==> src/design/tsodr_pkg.sv <==
// constants and carrier types of the tile security, oscillator and debug
// register bank; assumes one core clock and processor-status accesses.
// Notes on behaviour
// security word loaded from fuse copy at start
// top security bit blocks later writes
// bit 14 refuses global debug access
// bit 9 denies fuse memory reads
// bit 8 blocks the fuse programming port
// bit 7 combines fuse memory address space
// bit 5 forces boot from fuse memory
// bit 4 rejects jtag clock/boot config access
// bit 0 disables the jtag debug port
// four oscillator counters, started and stopped
// control bit 1 core, bit 0 peripheral
// software reads counts ten cycles after stop
// oscillators run asynchronous to tile clock
// counts in low half, upper bits zero
// counts map tile cell, wire, periph cell, wire
// counts survive system reset
// ram size in bits 31:2, low bits zero
// debug entry captures thread status word
// status bits 10,9,8 read-only,7,6
// status bits 4,3,2,1,0
// debug entry captures saved program counter
// debug entry captures saved stack pointer
// thread select holds core id in 7:0
// debug-writable fields writable only in debug
package tsodr_pkg;
	localparam logic [7:0] OFS_SECURITY = 8'h05;
	localparam logic [7:0] OFS_OSC_CTRL = 8'h06;
	localparam logic [7:0] OFS_OSC_CNT0 = 8'h07;
	localparam logic [7:0] OFS_OSC_CNT1 = 8'h08;
	localparam logic [7:0] OFS_OSC_CNT2 = 8'h09;
	localparam logic [7:0] OFS_OSC_CNT3 = 8'h0A;
	localparam logic [7:0] OFS_RAM_SIZE = 8'h0C;
	localparam logic [7:0] OFS_DEBUG_STATUS_SNAPSHOT  = 8'h10;
	localparam logic [7:0] OFS_DEBUG_PC_SNAPSHOT  = 8'h11;
	localparam logic [7:0] OFS_DEBUG_STACK_SNAPSHOT  = 8'h12;
	localparam logic [7:0] OFS_DBG_TSEL = 8'h13;

	localparam int SEC_WRITE_LOCK_BIT = 31;
	localparam int SEC_GLOBAL_DBG_BIT = 14;
	localparam int SEC_OTP_RD_BIT     = 9;
	localparam int SEC_FUSE_PROG_BIT  = 8;
	localparam int SEC_COMBINED_BIT   = 7;
	localparam int SEC_BOOT_OVR_BIT   = 5;
	localparam int SEC_JTAG_CFG_BIT   = 4;
	localparam int SEC_JTAG_TAP_BIT   = 0;
	localparam logic [31:0] SEC_MASK  = 32'h800043B1;
	localparam logic [31:0] SEC_RESET = 32'h00000000;

	localparam int OSC_CORE_RUN_BIT   = 1;
	localparam int OSC_PERIPH_RUN_BIT = 0;
	localparam logic [1:0] OSC_CTRL_RESET = 2'h0;
	localparam int OSC_CNT_WIDTH = 16;
	// software waits this long after a stop before reading counts
	localparam int OSC_SETTLE_CYCLES = 10;

	localparam logic [10:0] SSR_MASK  = 11'h7DF;
	localparam logic [10:0] SSR_WMASK = 11'h6DF;
	localparam int SSR_DUAL_BIT = 8;
	localparam int TSEL_WIDTH = 8;
	localparam logic [31:0] RAM_ADDR_MASK = 32'hFFFFFFFC;

	typedef struct packed {
		logic        wr;
		logic        rd;
		logic [7:0]  addr;
		logic [31:0] wdata;
	} tsodr_req_t;

	typedef struct packed {
		logic [10:0] status;
		logic [31:0] pc;
		logic [31:0] sp;
	} tsodr_thread_t;

	typedef struct packed {
		logic global_debug_off;
		logic otp_read_lock;
		logic fuse_prog_lock;
		logic otp_combined;
		logic fuse_boot_override;
		logic jtag_cfg_lock;
		logic jtag_tap_off;
	} tsodr_locks_t;
endpackage

==> src/design/tsodr_regs.sv <==
// register bank: security word, oscillator counters, ram size and
// debug snapshots; assumes one core clock, oscillators arrive as pins.
`timescale 1ns/1ps
`default_nettype none
module tsodr_regs #(
	parameter logic [31:0] RAM_BYTES = 32'h00080000
) (
	// clock and resets
	input  wire logic                    CLK,
	input  wire logic                    RST,
	input  wire logic                    POR_RST,
	// processor-status access
	input  wire tsodr_pkg::tsodr_req_t   PS_REQ,
	output var  logic [31:0]             PS_RDATA,
	output var  logic                    PS_RVALID,
	// fuse copy of the security word
	input  wire logic [31:0]             OTP_SEC_WORD,
	input  wire logic                    OTP_SEC_VALID,
	output var  logic                    SEC_LOADED,
	output var  tsodr_pkg::tsodr_locks_t SEC_LOCKS,
	// ring oscillators
	input  wire logic [3:0]              OSC_IN,
	output var  logic [3:0]              OSC_RUN,
	// debug
	input  wire logic                    DEBUG_MODE,
	input  wire logic                    DBG_ENTRY,
	input  wire tsodr_pkg::tsodr_thread_t THREAD_STATE,
	output var  logic [7:0]              TARGET_THREAD_ID
);
	import tsodr_pkg::*;

	logic [31:0]              sec;
	logic                     loaded;
	logic [1:0]               osc_ctrl;
	logic [OSC_CNT_WIDTH-1:0] cnt [4];
	logic [3:0]               s1;
	logic [3:0]               s2;
	logic [3:0]               s3;
	logic [10:0]              saved_status_word;
	logic [31:0]              saved_program_counter;
	logic [31:0]              saved_stack_pointer;
	logic [TSEL_WIDTH-1:0]    tsel;
	logic [31:0]              next_rdata;
	logic                     wr_dbg;

	// debug-writable fields only take writes in debug mode
	assign wr_dbg = PS_REQ.wr && DEBUG_MODE;

	// fuse copy wins; writes before the copy arrives are dropped
	always_ff @(posedge CLK or posedge RST) begin
		if (RST) begin
			sec <= SEC_RESET;
			loaded <= 1'b0;
		end else if (OTP_SEC_VALID && !loaded) begin
			sec <= OTP_SEC_WORD & SEC_MASK;
			loaded <= 1'b1;
		end else if (PS_REQ.wr && loaded && PS_REQ.addr == OFS_SECURITY
				&& !sec[SEC_WRITE_LOCK_BIT]) begin
			sec <= PS_REQ.wdata & SEC_MASK;
		end
	end

	assign SEC_LOADED = loaded;
	always_comb begin
		SEC_LOCKS.global_debug_off   = sec[SEC_GLOBAL_DBG_BIT];
		SEC_LOCKS.otp_read_lock      = sec[SEC_OTP_RD_BIT];
		SEC_LOCKS.fuse_prog_lock     = sec[SEC_FUSE_PROG_BIT];
		SEC_LOCKS.otp_combined       = sec[SEC_COMBINED_BIT];
		SEC_LOCKS.fuse_boot_override = sec[SEC_BOOT_OVR_BIT];
		SEC_LOCKS.jtag_cfg_lock      = sec[SEC_JTAG_CFG_BIT];
		SEC_LOCKS.jtag_tap_off       = sec[SEC_JTAG_TAP_BIT];
	end

	always_ff @(posedge CLK or posedge RST) begin
		if (RST) begin
			osc_ctrl <= OSC_CTRL_RESET;
		end else if (PS_REQ.wr && PS_REQ.addr == OFS_OSC_CTRL) begin
			osc_ctrl <= PS_REQ.wdata[1:0];
		end
	end

	// run enables: 0,1 core pair, 2,3 peripheral pair
	always_ff @(posedge CLK or posedge RST) begin
		if (RST) begin
			OSC_RUN <= 4'h0;
		end else begin
			OSC_RUN[0] <= osc_ctrl[OSC_CORE_RUN_BIT];
			OSC_RUN[1] <= osc_ctrl[OSC_CORE_RUN_BIT];
			OSC_RUN[2] <= osc_ctrl[OSC_PERIPH_RUN_BIT];
			OSC_RUN[3] <= osc_ctrl[OSC_PERIPH_RUN_BIT];
		end
	end

	// oscillator edges are asynchronous; counters only see the
	// synchronised edge, so the last few edges land after a stop
	genvar g;
	generate
		for (g = 0; g < 4; g++) begin : g_osc
			always_ff @(posedge CLK or posedge POR_RST) begin
				if (POR_RST) begin
					s1[g] <= 1'b0;
					s2[g] <= 1'b0;
					s3[g] <= 1'b0;
				end else begin
					s1[g] <= OSC_IN[g];
					s2[g] <= s1[g];
					s3[g] <= s2[g];
				end
			end
			// system reset leaves the count alone
			always_ff @(posedge CLK or posedge POR_RST) begin
				if (POR_RST) begin
					cnt[g] <= '0;
				end else if (s2[g] && !s3[g]) begin
					cnt[g] <= cnt[g] + 1'b1;
				end
			end
		end
	endgenerate

	// entry capture wins over a same-cycle software write
	always_ff @(posedge CLK or posedge RST) begin
		if (RST) begin
			saved_status_word <= '0;
			saved_program_counter <= '0;
			saved_stack_pointer <= '0;
		end else if (DBG_ENTRY) begin
			saved_status_word <= THREAD_STATE.status & SSR_MASK;
			saved_program_counter <= THREAD_STATE.pc;
			saved_stack_pointer <= THREAD_STATE.sp;
		end else if (wr_dbg) begin
			if (PS_REQ.addr == OFS_DEBUG_STATUS_SNAPSHOT) begin
				saved_status_word <= (saved_status_word & ~SSR_WMASK)
					| (PS_REQ.wdata[10:0] & SSR_WMASK);
			end
			if (PS_REQ.addr == OFS_DEBUG_PC_SNAPSHOT) begin
				saved_program_counter <= PS_REQ.wdata;
			end
			if (PS_REQ.addr == OFS_DEBUG_STACK_SNAPSHOT) begin
				saved_stack_pointer <= PS_REQ.wdata;
			end
		end
	end

	always_ff @(posedge CLK or posedge RST) begin
		if (RST) begin
			tsel <= '0;
		end else if (wr_dbg && PS_REQ.addr == OFS_DBG_TSEL) begin
			tsel <= PS_REQ.wdata[TSEL_WIDTH-1:0];
		end
	end
	assign TARGET_THREAD_ID = tsel;

	always_comb begin
		next_rdata = 32'h00000000;
		if (PS_REQ.addr == OFS_SECURITY) begin
			next_rdata = sec;
		end else if (PS_REQ.addr == OFS_OSC_CTRL) begin
			next_rdata = {30'h00000000, osc_ctrl};
		end else if (PS_REQ.addr == OFS_OSC_CNT0) begin
			next_rdata = {16'h0000, cnt[0]};
		end else if (PS_REQ.addr == OFS_OSC_CNT1) begin
			next_rdata = {16'h0000, cnt[1]};
		end else if (PS_REQ.addr == OFS_OSC_CNT2) begin
			next_rdata = {16'h0000, cnt[2]};
		end else if (PS_REQ.addr == OFS_OSC_CNT3) begin
			next_rdata = {16'h0000, cnt[3]};
		end else if (PS_REQ.addr == OFS_RAM_SIZE) begin
			next_rdata = RAM_BYTES & RAM_ADDR_MASK;
		end else if (PS_REQ.addr == OFS_DEBUG_STATUS_SNAPSHOT) begin
			next_rdata = {21'h000000, saved_status_word};
		end else if (PS_REQ.addr == OFS_DEBUG_PC_SNAPSHOT) begin
			next_rdata = saved_program_counter;
		end else if (PS_REQ.addr == OFS_DEBUG_STACK_SNAPSHOT) begin
			next_rdata = saved_stack_pointer;
		end else if (PS_REQ.addr == OFS_DBG_TSEL) begin
			next_rdata = {24'h000000, tsel};
		end
	end

	always_ff @(posedge CLK or posedge RST) begin
		if (RST) begin
			PS_RDATA <= 32'h00000000;
			PS_RVALID <= 1'b0;
		end else begin
			PS_RVALID <= PS_REQ.rd;
			if (PS_REQ.rd) begin
				PS_RDATA <= next_rdata;
			end
		end
	end
endmodule // tsodr_regs
`default_nettype wire

==> config.mk <==
export PLATFORM = sky130hd
export DESIGN_NAME = tsodr_regs
export DESIGN_NICKNAME = d
export VERILOG_FILES = /design/src/design/tsodr_pkg.sv /design/src/design/tsodr_regs.sv
export SDC_FILE = /design/constraint.sdc
export NUM_CORES = 1
export LEC_CHECK = 0
export BUFFER_PORTS_ARGS = -buffer_cell sky130_fd_sc_hd__buf_2
export CAP_MARGIN = 20
export CORE_ASPECT_RATIO = 1.1
export CORE_MARGIN = 2
export CORE_UTILIZATION = 50
export DETAILED_ROUTE_END_ITERATION = 10
export PLACE_DENSITY = 0.88
export SYNTH_ARGS = -nofsm -noshare
export SYNTH_HDL_FRONTEND = slang
export SYNTH_SLANG_ARGS = --single-unit
==> constraint.sdc <==
create_clock -name CLK -period 3.7 [get_ports CLK]
set_input_delay 0.37 -clock CLK [delete_from_list [all_inputs] [get_ports CLK]]
set_output_delay 0.37 -clock CLK [all_outputs]
set_load 0.01 [all_outputs]
==> results.yml, run 1 <==
clock_network:
  cts_made_buffers: 22
  clock-sinks: 204
  ctsHoldBuffers: 5
  cts_tree: "yes"
  cts.clk_slew.worst_paths_ns: 0.06
  h-tree-depth: 1
  cts_resized: 0
  cts-root-buf: "clkbuf_16"
  post_cts_buffers: 0
  clk_latency_ns: 0.51
  clock_path_buffers: 3
logic_synthesis:
  synth_cells: 928
  synth_largest_area_cell: "dfrtp_1"
  ys_top_cells_by_area: "dfrtp_1, mux2i_1, nand2_1, o21ai_0, xnor2_1"
  synth_edf_count: 0
  synthFlopType: "dfrtp_1"
  syn-num-nets: 1091
  synth_area_sq_um: 9860
  synthArstFlopShare_pct: 100
  yosysTopAreaCellShare_pct: 51.8
  yosys_warnings: 0
  ys_types: 57
  avgSynthCellArea_sq_um: 10.6
  synth_seq_cells: 204
  ys_seq_area_share_pct: 51.8
pwr:
  share_comb_of_total_power_pct: 12.5
  switching_share_pct: 26.0
  ir_drop_mv: 0.317
  switchingPower_mw: 1.49
  p_leak_nw: 5.28
  internal-power_mw: 4.24
  clkPwrFrac_pct: 40.3
  p_per_area_nw_per_um2: 484
  pwr-share-seq_pct: 47.2
layout:
  multi_input_area_sq_um: 4410
  seq_area_sq_um: 5100
  nFillCells: 1504
  final_nets: 1265
  fin_area_sq_um: 11800
  syn_to_final_growth_pct: 19.9
  layout_commonest_cell: "dfrtp_1"
  drive_gt1_share_pct: 25.2
  layout_common_cells: "dfrtp_1, buf_2, nand2_1, mux2i_1, o21ai_0"
  final_core_util_pct: 61.5
status:
  status: "finished clean"
floorplan:
  fp.dieW_um: 138
  core_sq_um: 19200
  dieArea_sq_um: 20900
  ios: 212
  start_util_pct: 51.3
  row_count: 53
  fp.dieH_um: 151
min_path:
  hp-class: "in2reg"
  hold_start: "OTP_SEC_VALID"
  worstHoldPathCells: 2
  min_to: "SEC_LOADED$_DFFE_PP0P_"
route:
  drc_errors: 0
  drtIter0Drc: 736
  drt-total-wl_mm: 27.2
  viasPerCell: 5.95
  vias: 8116
  firstDrtPassIters: 5
  post_drt_wl_per_cell_um: 19.9
  antenna_left: 0
sta:
  period_minus_slack_ns: 2.27
  rsz0062_at_grt: "no"
  clock.fmax_mhz: 440
  slew_headroom_pct: 33.6
  fin_setup_tns_ns: 0
  hold_slack_ns: 0.0689
  hold_viol_final: 0
  drv_slew: 0
  period_share_pct: 61.4
  tightest_slew_ns: 0.996
  finalSetupViolCount: 0
  finClkSkew_ns: 0.00977
global_route:
  antenna_found_initial: 2
  grt_pass1_vias: 8029
  grt_pass1_wl_mm: 42.9
  gr-usage-all-layers_pct: 26.7
  overflow: 0
  grt_max_degree: 86
critical_path:
  crit_required_ns: 4.07
  reg2reg_depth: 4
  start_kind: "primary input"
  ff2ff_setup_slack_ns: 1.66
  crit_type: "in2reg"
  r2r_start: "TARGET_THREAD_ID[0]$_DFFE_PP0P_"
  end_kind: "flop"
  r2r-end: "PS_RDATA[0]$_DFFE_PP0P_"
  crit_fanout: 8
  critPathArrivalTime_ns: 2.64
placed_design:
  placed_area_sq_um: 11000
  port_buffers: 186
  dp_hpwl_mm: 19.0
  place.gp.congestion: 0.899
job:
  cap_viol_max_count: 0
final cells by class:
cell class / instances / share of cell area, %
antenna: 1 / 0.0212
clock buffer: 34 / 5.64
clock inverter: 5 / 0.846
inverter: 11 / 0.381
multi-input combinational: 648 / 37.3
sequential: 204 / 43.2
tap: 247 / 2.61
timing repair buffer: 215 / 10.1
power groups by stage:
stage	Combinational (mW)	Clock (mW)	Sequential (mW)
2_1_floorplan	0.483	0	2.66
3_3_place_gp	0.665	0	2.72
3_5_place_dp	0.700	0	2.73
4_1_cts	0.712	2.33	2.69
5_1_grt	0.798	2.42	2.73
6_report	0.715	2.31	2.70
Yosys cell counts (all sizes together) (18+ instances only):
| cell type | number |
|---|---|
| buf | 30 |
| dfrtp | 204 |
| a22oi | 21 |
| nand3 | 18 |
| clkbuf | 35 |
| o21ai | 90 |
| nor2 | 48 |
| a21oi | 26 |
| mux2i | 99 |
| nand2 | 131 |
| o2bb2ai | 20 |
| xnor2 | 45 |
| nand4 | 18 |
state kept, by name, summed over array words and instances, names as in the netlist, 8 cells and up:
register,count
cnt,64
PS_RDATA,32
saved_program_counter,32
saved_stack_pointer,32
saved_status_word,10
TARGET_THREAD_ID,8
sec,8
per-stage QoR:
step	std cells	setup slack, ns	power [mW]
6_report	1365	1.43	5.73
5_1_grt	1365	1.32	5.95
4_1_cts	1362	1.52	5.74
3_5_place_dp	1318	1.06	3.43
3_3_place_gp	1318	1.13	3.38
2_1_floorplan	928	1.39	3.14
kinds of logic after synthesis:
logic type	after synthesis	share of synthesized area, %
AND/OR/NAND/NOR	265	12.4
flip-flops	204	51.8
AO/OA/AOI/OAI	197	12.8
multiplexers	122	13.4
buffers and inverters	76	3.78
XOR/XNOR	60	5.33
adder cells (fa/ha/maj)	4	0.508
critical path: stages:
cell and delay [ns]:
buf_2 0.11, or4_1 0.75, nor2_1 0.49, buf_4 0.23, nand2_1 0.07, a221oi_1 0.53
nor2_1 0.09
layer usage:
metal	vias to the layer above	wire (um)	track usage, %
met1	3947	10600	36.0
met5	-	11	0
met3	73	2630	4.75
li1	3628	-	-
met2	466	13100	43.6
met4	2	836	9.29
how the worst max path moves through the flow:
stage               startpoint                 endpoint  slack [ns]  depth (start not counted)
finish              PS_REQ[37]  PS_RDATA[0]$_DFFE_PP0P_        1.43                          7
global route        PS_REQ[32]       sec[7]$_DFFE_PP0P_        1.32                          6
CTS                 PS_REQ[37]  PS_RDATA[0]$_DFFE_PP0P_        1.52                          7
detailed placement  PS_REQ[32]      sec[14]$_DFFE_PP0P_        1.06                          6
global placement    PS_REQ[32]       sec[7]$_DFFE_PP0P_        1.13                          6
floorplan              POR_RST       cnt[0]$_DFFE_PP0P_        1.39                          1
(Power assumes the default switching activity.)
==> inputs of run 2 (changes only) <==
--- a/config.mk
+++ b/config.mk
@@ -5,13 +5,14 @@
 export SDC_FILE = /design/constraint.sdc
 export NUM_CORES = 1
 export LEC_CHECK = 0
+export ABC_AREA = 1
 export BUFFER_PORTS_ARGS = -buffer_cell sky130_fd_sc_hd__buf_2
 export CAP_MARGIN = 20
 export CORE_ASPECT_RATIO = 1.1
 export CORE_MARGIN = 2
-export CORE_UTILIZATION = 50
+export CORE_UTILIZATION = 55
 export DETAILED_ROUTE_END_ITERATION = 10
-export PLACE_DENSITY = 0.88
+export PLACE_DENSITY = 0.91
 export SYNTH_ARGS = -nofsm -noshare
 export SYNTH_HDL_FRONTEND = slang
 export SYNTH_SLANG_ARGS = --single-unit
==> constraint.sdc (replaced) <==
create_clock -name CLK -period 2.1 [get_ports CLK]
set_input_delay 0.21 -clock CLK [delete_from_list [all_inputs] [get_ports CLK]]
set_output_delay 0.21 -clock CLK [all_outputs]
set_load 0.01 [all_outputs]
==> run 2 against run 1 <==
Net effect:
- the flow now finishes with violations (hold timing)
- final area increased by 8.7%
- non-clock buffer count up 79
- count of clock-buffer cells in the layout is 5 lower
- largest power group unchanged
- synthesized area is 2.7% higher
- critical path type is now reg2reg
- sequential power rose by 72%
- flip-flop and latch count unchanged
- routed wire length rose by 19%
- first-iteration DRC count up 55%
- final cell count rose by 25%
- critical path depth decreased by 2
- hold slack got worse by 0.070 ns
==> results.yml, run 2 <==
sta:
  drv_slew: 0
  hold_viol_final: 1
  finClkSkew_ns: 0.00816
  clock.fmax_mhz: 530
  slew_headroom_pct: 50.1
  hold_slack_ns: -0.000784
  finalSetupViolCount: 0
  fin_setup_tns_ns: 0
  period_minus_slack_ns: 1.89
  tightest_slew_ns: 0.747
  rsz0062_at_grt: "no"
  period_share_pct: 89.8
floorplan:
  dieArea_sq_um: 19500
  fp.dieW_um: 133
  start_util_pct: 55.6
  ios: 212
  fp.dieH_um: 146
  core_sq_um: 18200
  row_count: 52
critical_path:
  cp.buffers_inverters: 2
  reg2reg_depth: 5
  crit_path_start: "SEC_LOADED$_DFFE_PP0P_"
  crit_type: "reg2reg"
  crit_fanout: 11
  crit_required_ns: 2.54
  r2r_start: "SEC_LOADED$_DFFE_PP0P_"
  critPathSlowestCell: "dlygate4sd3_1"
  crit_family: "buffers and inverters"
  path_cells: "clkinv_1, nand2_1, nor2_1, a31oi_1, dlygate4sd3_1"
  critPathArrivalTime_ns: 2.33
  slowest_delay_ns: 0.57
  end_kind: "flop"
  crit_cells: 5
  start_kind: "flop"
pwr:
  share_comb_of_total_power_pct: 12.9
  pwr-share-seq_pct: 47.7
  clkPwrFrac_pct: 39.4
  internal-power_mw: 7.12
  switchingPower_mw: 2.60
  ir_drop_mv: 0.606
  switching_share_pct: 26.7
  p_leak_nw: 6.50
  p_per_area_nw_per_um2: 756
global_route:
  grt_max_degree: 91
  gr-usage-all-layers_pct: 33.6
  grt_pass1_vias: 10200
  use_met3_pct: 6.49
  met2_usage_pct: 57.3
  met1_usage_pct: 40.1
  grt_busiest_layer: "met2"
  antenna_found_initial: 1
  grt_pass1_wl_mm: 51.6
  overflow: 0
placed_design:
  dp_hpwl_mm: 20.5
  place.gp.congestion: 0.947
  port_buffers: 186
job:
  cap_viol_max_count: 0
logic_synthesis:
  ys_top_cells_by_area: "dfrtp_1, nand2_1, o211ai_1, xor2_1, inv_1"
  synth_largest_area_cell: "dfrtp_1"
  ys_seq_area_share_pct: 50.4
  synthFlopType: "dfrtp_1"
  synthArstFlopShare_pct: 100
  synth_cells: 1191
  yosysTopAreaCellShare_pct: 50.4
  synth_area_sq_um: 10100
  avgSynthCellArea_sq_um: 8.50
  synth_seq_cells: 204
  synth_edf_count: 0
  syn-num-nets: 1354
  yosys_warnings: 0
  yosys.cell_count.top_type: "nand2_1"
  ys_types: 46
  synth_commonest_cells: "nand2_1, dfrtp_1, inv_1"
route:
  viasPerCell: 5.79
  drt-total-wl_mm: 32.4
  vias: 9899
  drtIter0Drc: 1142
  post_drt_wl_per_cell_um: 18.9
  antenna_left: 0
  firstDrtPassIters: 6
  drc_errors: 0
layout:
  layout_common_cells: "nand2_1, dfrtp_1, buf_2, inv_1, dlygate4sd3_1"
  largest_register: "cnt"
  seq_area_sq_um: 5100
  final_core_util_pct: 70.6
  final_nets: 1618
  largest_reg_flops: 64
  layout_commonest_cell: "nand2_1"
  nFillCells: 1254
  multi_input_area_sq_um: 4320
  syn_to_final_growth_pct: 27.0
  drive_gt1_share_pct: 20.9
clock_network:
  clock_path_buffers: 3
  cts.clk_slew.worst_paths_ns: 0.06
  clock-sinks: 204
  clk_latency_ns: 0.50
  cts_made_buffers: 21
  cts-root-buf: "clkbuf_16"
  cts_tree: "yes"
  h-tree-depth: 1
  cts_resized: 0
status:
  status: "complete, but fails checks"
  violations: "hold timing"
min_path:
  worstHoldPathCells: 3
  hold_start: "OTP_SEC_WORD[0]"
  hp-class: "in2reg"
## run 2: changes by cell type in the layout (fill, tap and decap cells not counted), moves of 47 or more
cell / before / now
o211ai_1: 0 / 74
nand2_1: 131 / 414
mux2i_1: 99 / 0
nand3_1: 18 / 65
dlygate4sd3_1: 6 / 89
inv_1: 8 / 93
o21ai_0: 85 / 12
## run 2: cell type report
class                      count  area share (%)
clock buffer                  29            4.48
timing repair buffer         294            15.7
tap                          243            2.36
inverter                     114            3.39
clock inverter                 5           0.798
sequential                   204            39.7
antenna                        1          0.0195
multi-input combinational    820            33.6
## run 2: worst reg2reg max path, delay by kind of cell, from the launching register on
family | cells | cell delay [ns]
AOI/OAI and AO/OA | 1 | 0.16
buffers and inverters | 2 | 0.79
DFF | 1 | 0.39
and+or+nand+nor | 2 | 0.49
## run 2: worst paths after layout
kind	endpoint	slack, ns
setup / recovery	sec[31]$_DFFE_PP0P_	0.21
hold / removal	sec[0]$_DFFE_PP0P_	-0.0008
setup reg to reg	sec[31]$_DFFE_PP0P_	0.21
hold reg to reg	s2[1]$_DFF_PP0_	0.35
max in group asynchronous	cnt[13]$_DFFE_PP0P_	1.13
min in group asynchronous	saved_program_counter[12]$_DFFE_PP0P_	0.36
## run 2: power groups by stage
stage	registers, mW	logic (mW)	clock network (mW)
finish	4.64	1.25	3.83
floorplan	4.61	0.715	0
detailed placement	4.69	1.08	0
CTS	4.62	1.22	3.82
global route	4.68	1.39	3.98
global placement	4.66	1.03	0
## run 2: logic make-up (layout without fill, tap and decap cells)
family                   after synthesis  in the layout  synth area share [%]
multiplexers                           9              9                  1.00
other                                  0              1                     0
AND/OR/NAND/NOR                      594            594                  25.5
AO/OA/AOI/OAI                        155            155                  10.6
XOR/XNOR                              58             58                  5.02
buffers and inverters                167            442                  6.98
flip-flops                           204            204                  50.4
adder cells (fa/ha/maj)                4              4                 0.494
## run 2: metal layers
layer  vias to the layer above  wire (um)  part of all wire [%]
li1                       4387          -                     -
met1                      4640      11600                    36
met3                       172       2980                   9.2
met4                         2       1970                   6.1
met2                       698      15800                    49
met5                         -         16                 0.049
## run 2: through the flow
stage | std cells | area (sq um) | setup slack (ns) | power, mW
4_1_cts | 1709 | 12900 | 0.217 | 9.66
5_1_grt | 1709 | 12900 | 0.00702 | 10.0
3_3_place_gp | 1586 | 11300 | 0.273 | 5.69
6_report | 1710 | 12900 | 0.215 | 9.72
3_5_place_dp | 1586 | 11300 | 0.221 | 5.77
2_1_floorplan | 1191 | 10100 | 0.309 | 5.33
## run 2: repair_timing
item                      in CTS  in global routing
hold buffers                  89                  0
hold endpoints to repair     244                  0
setup buffers                  0                  0
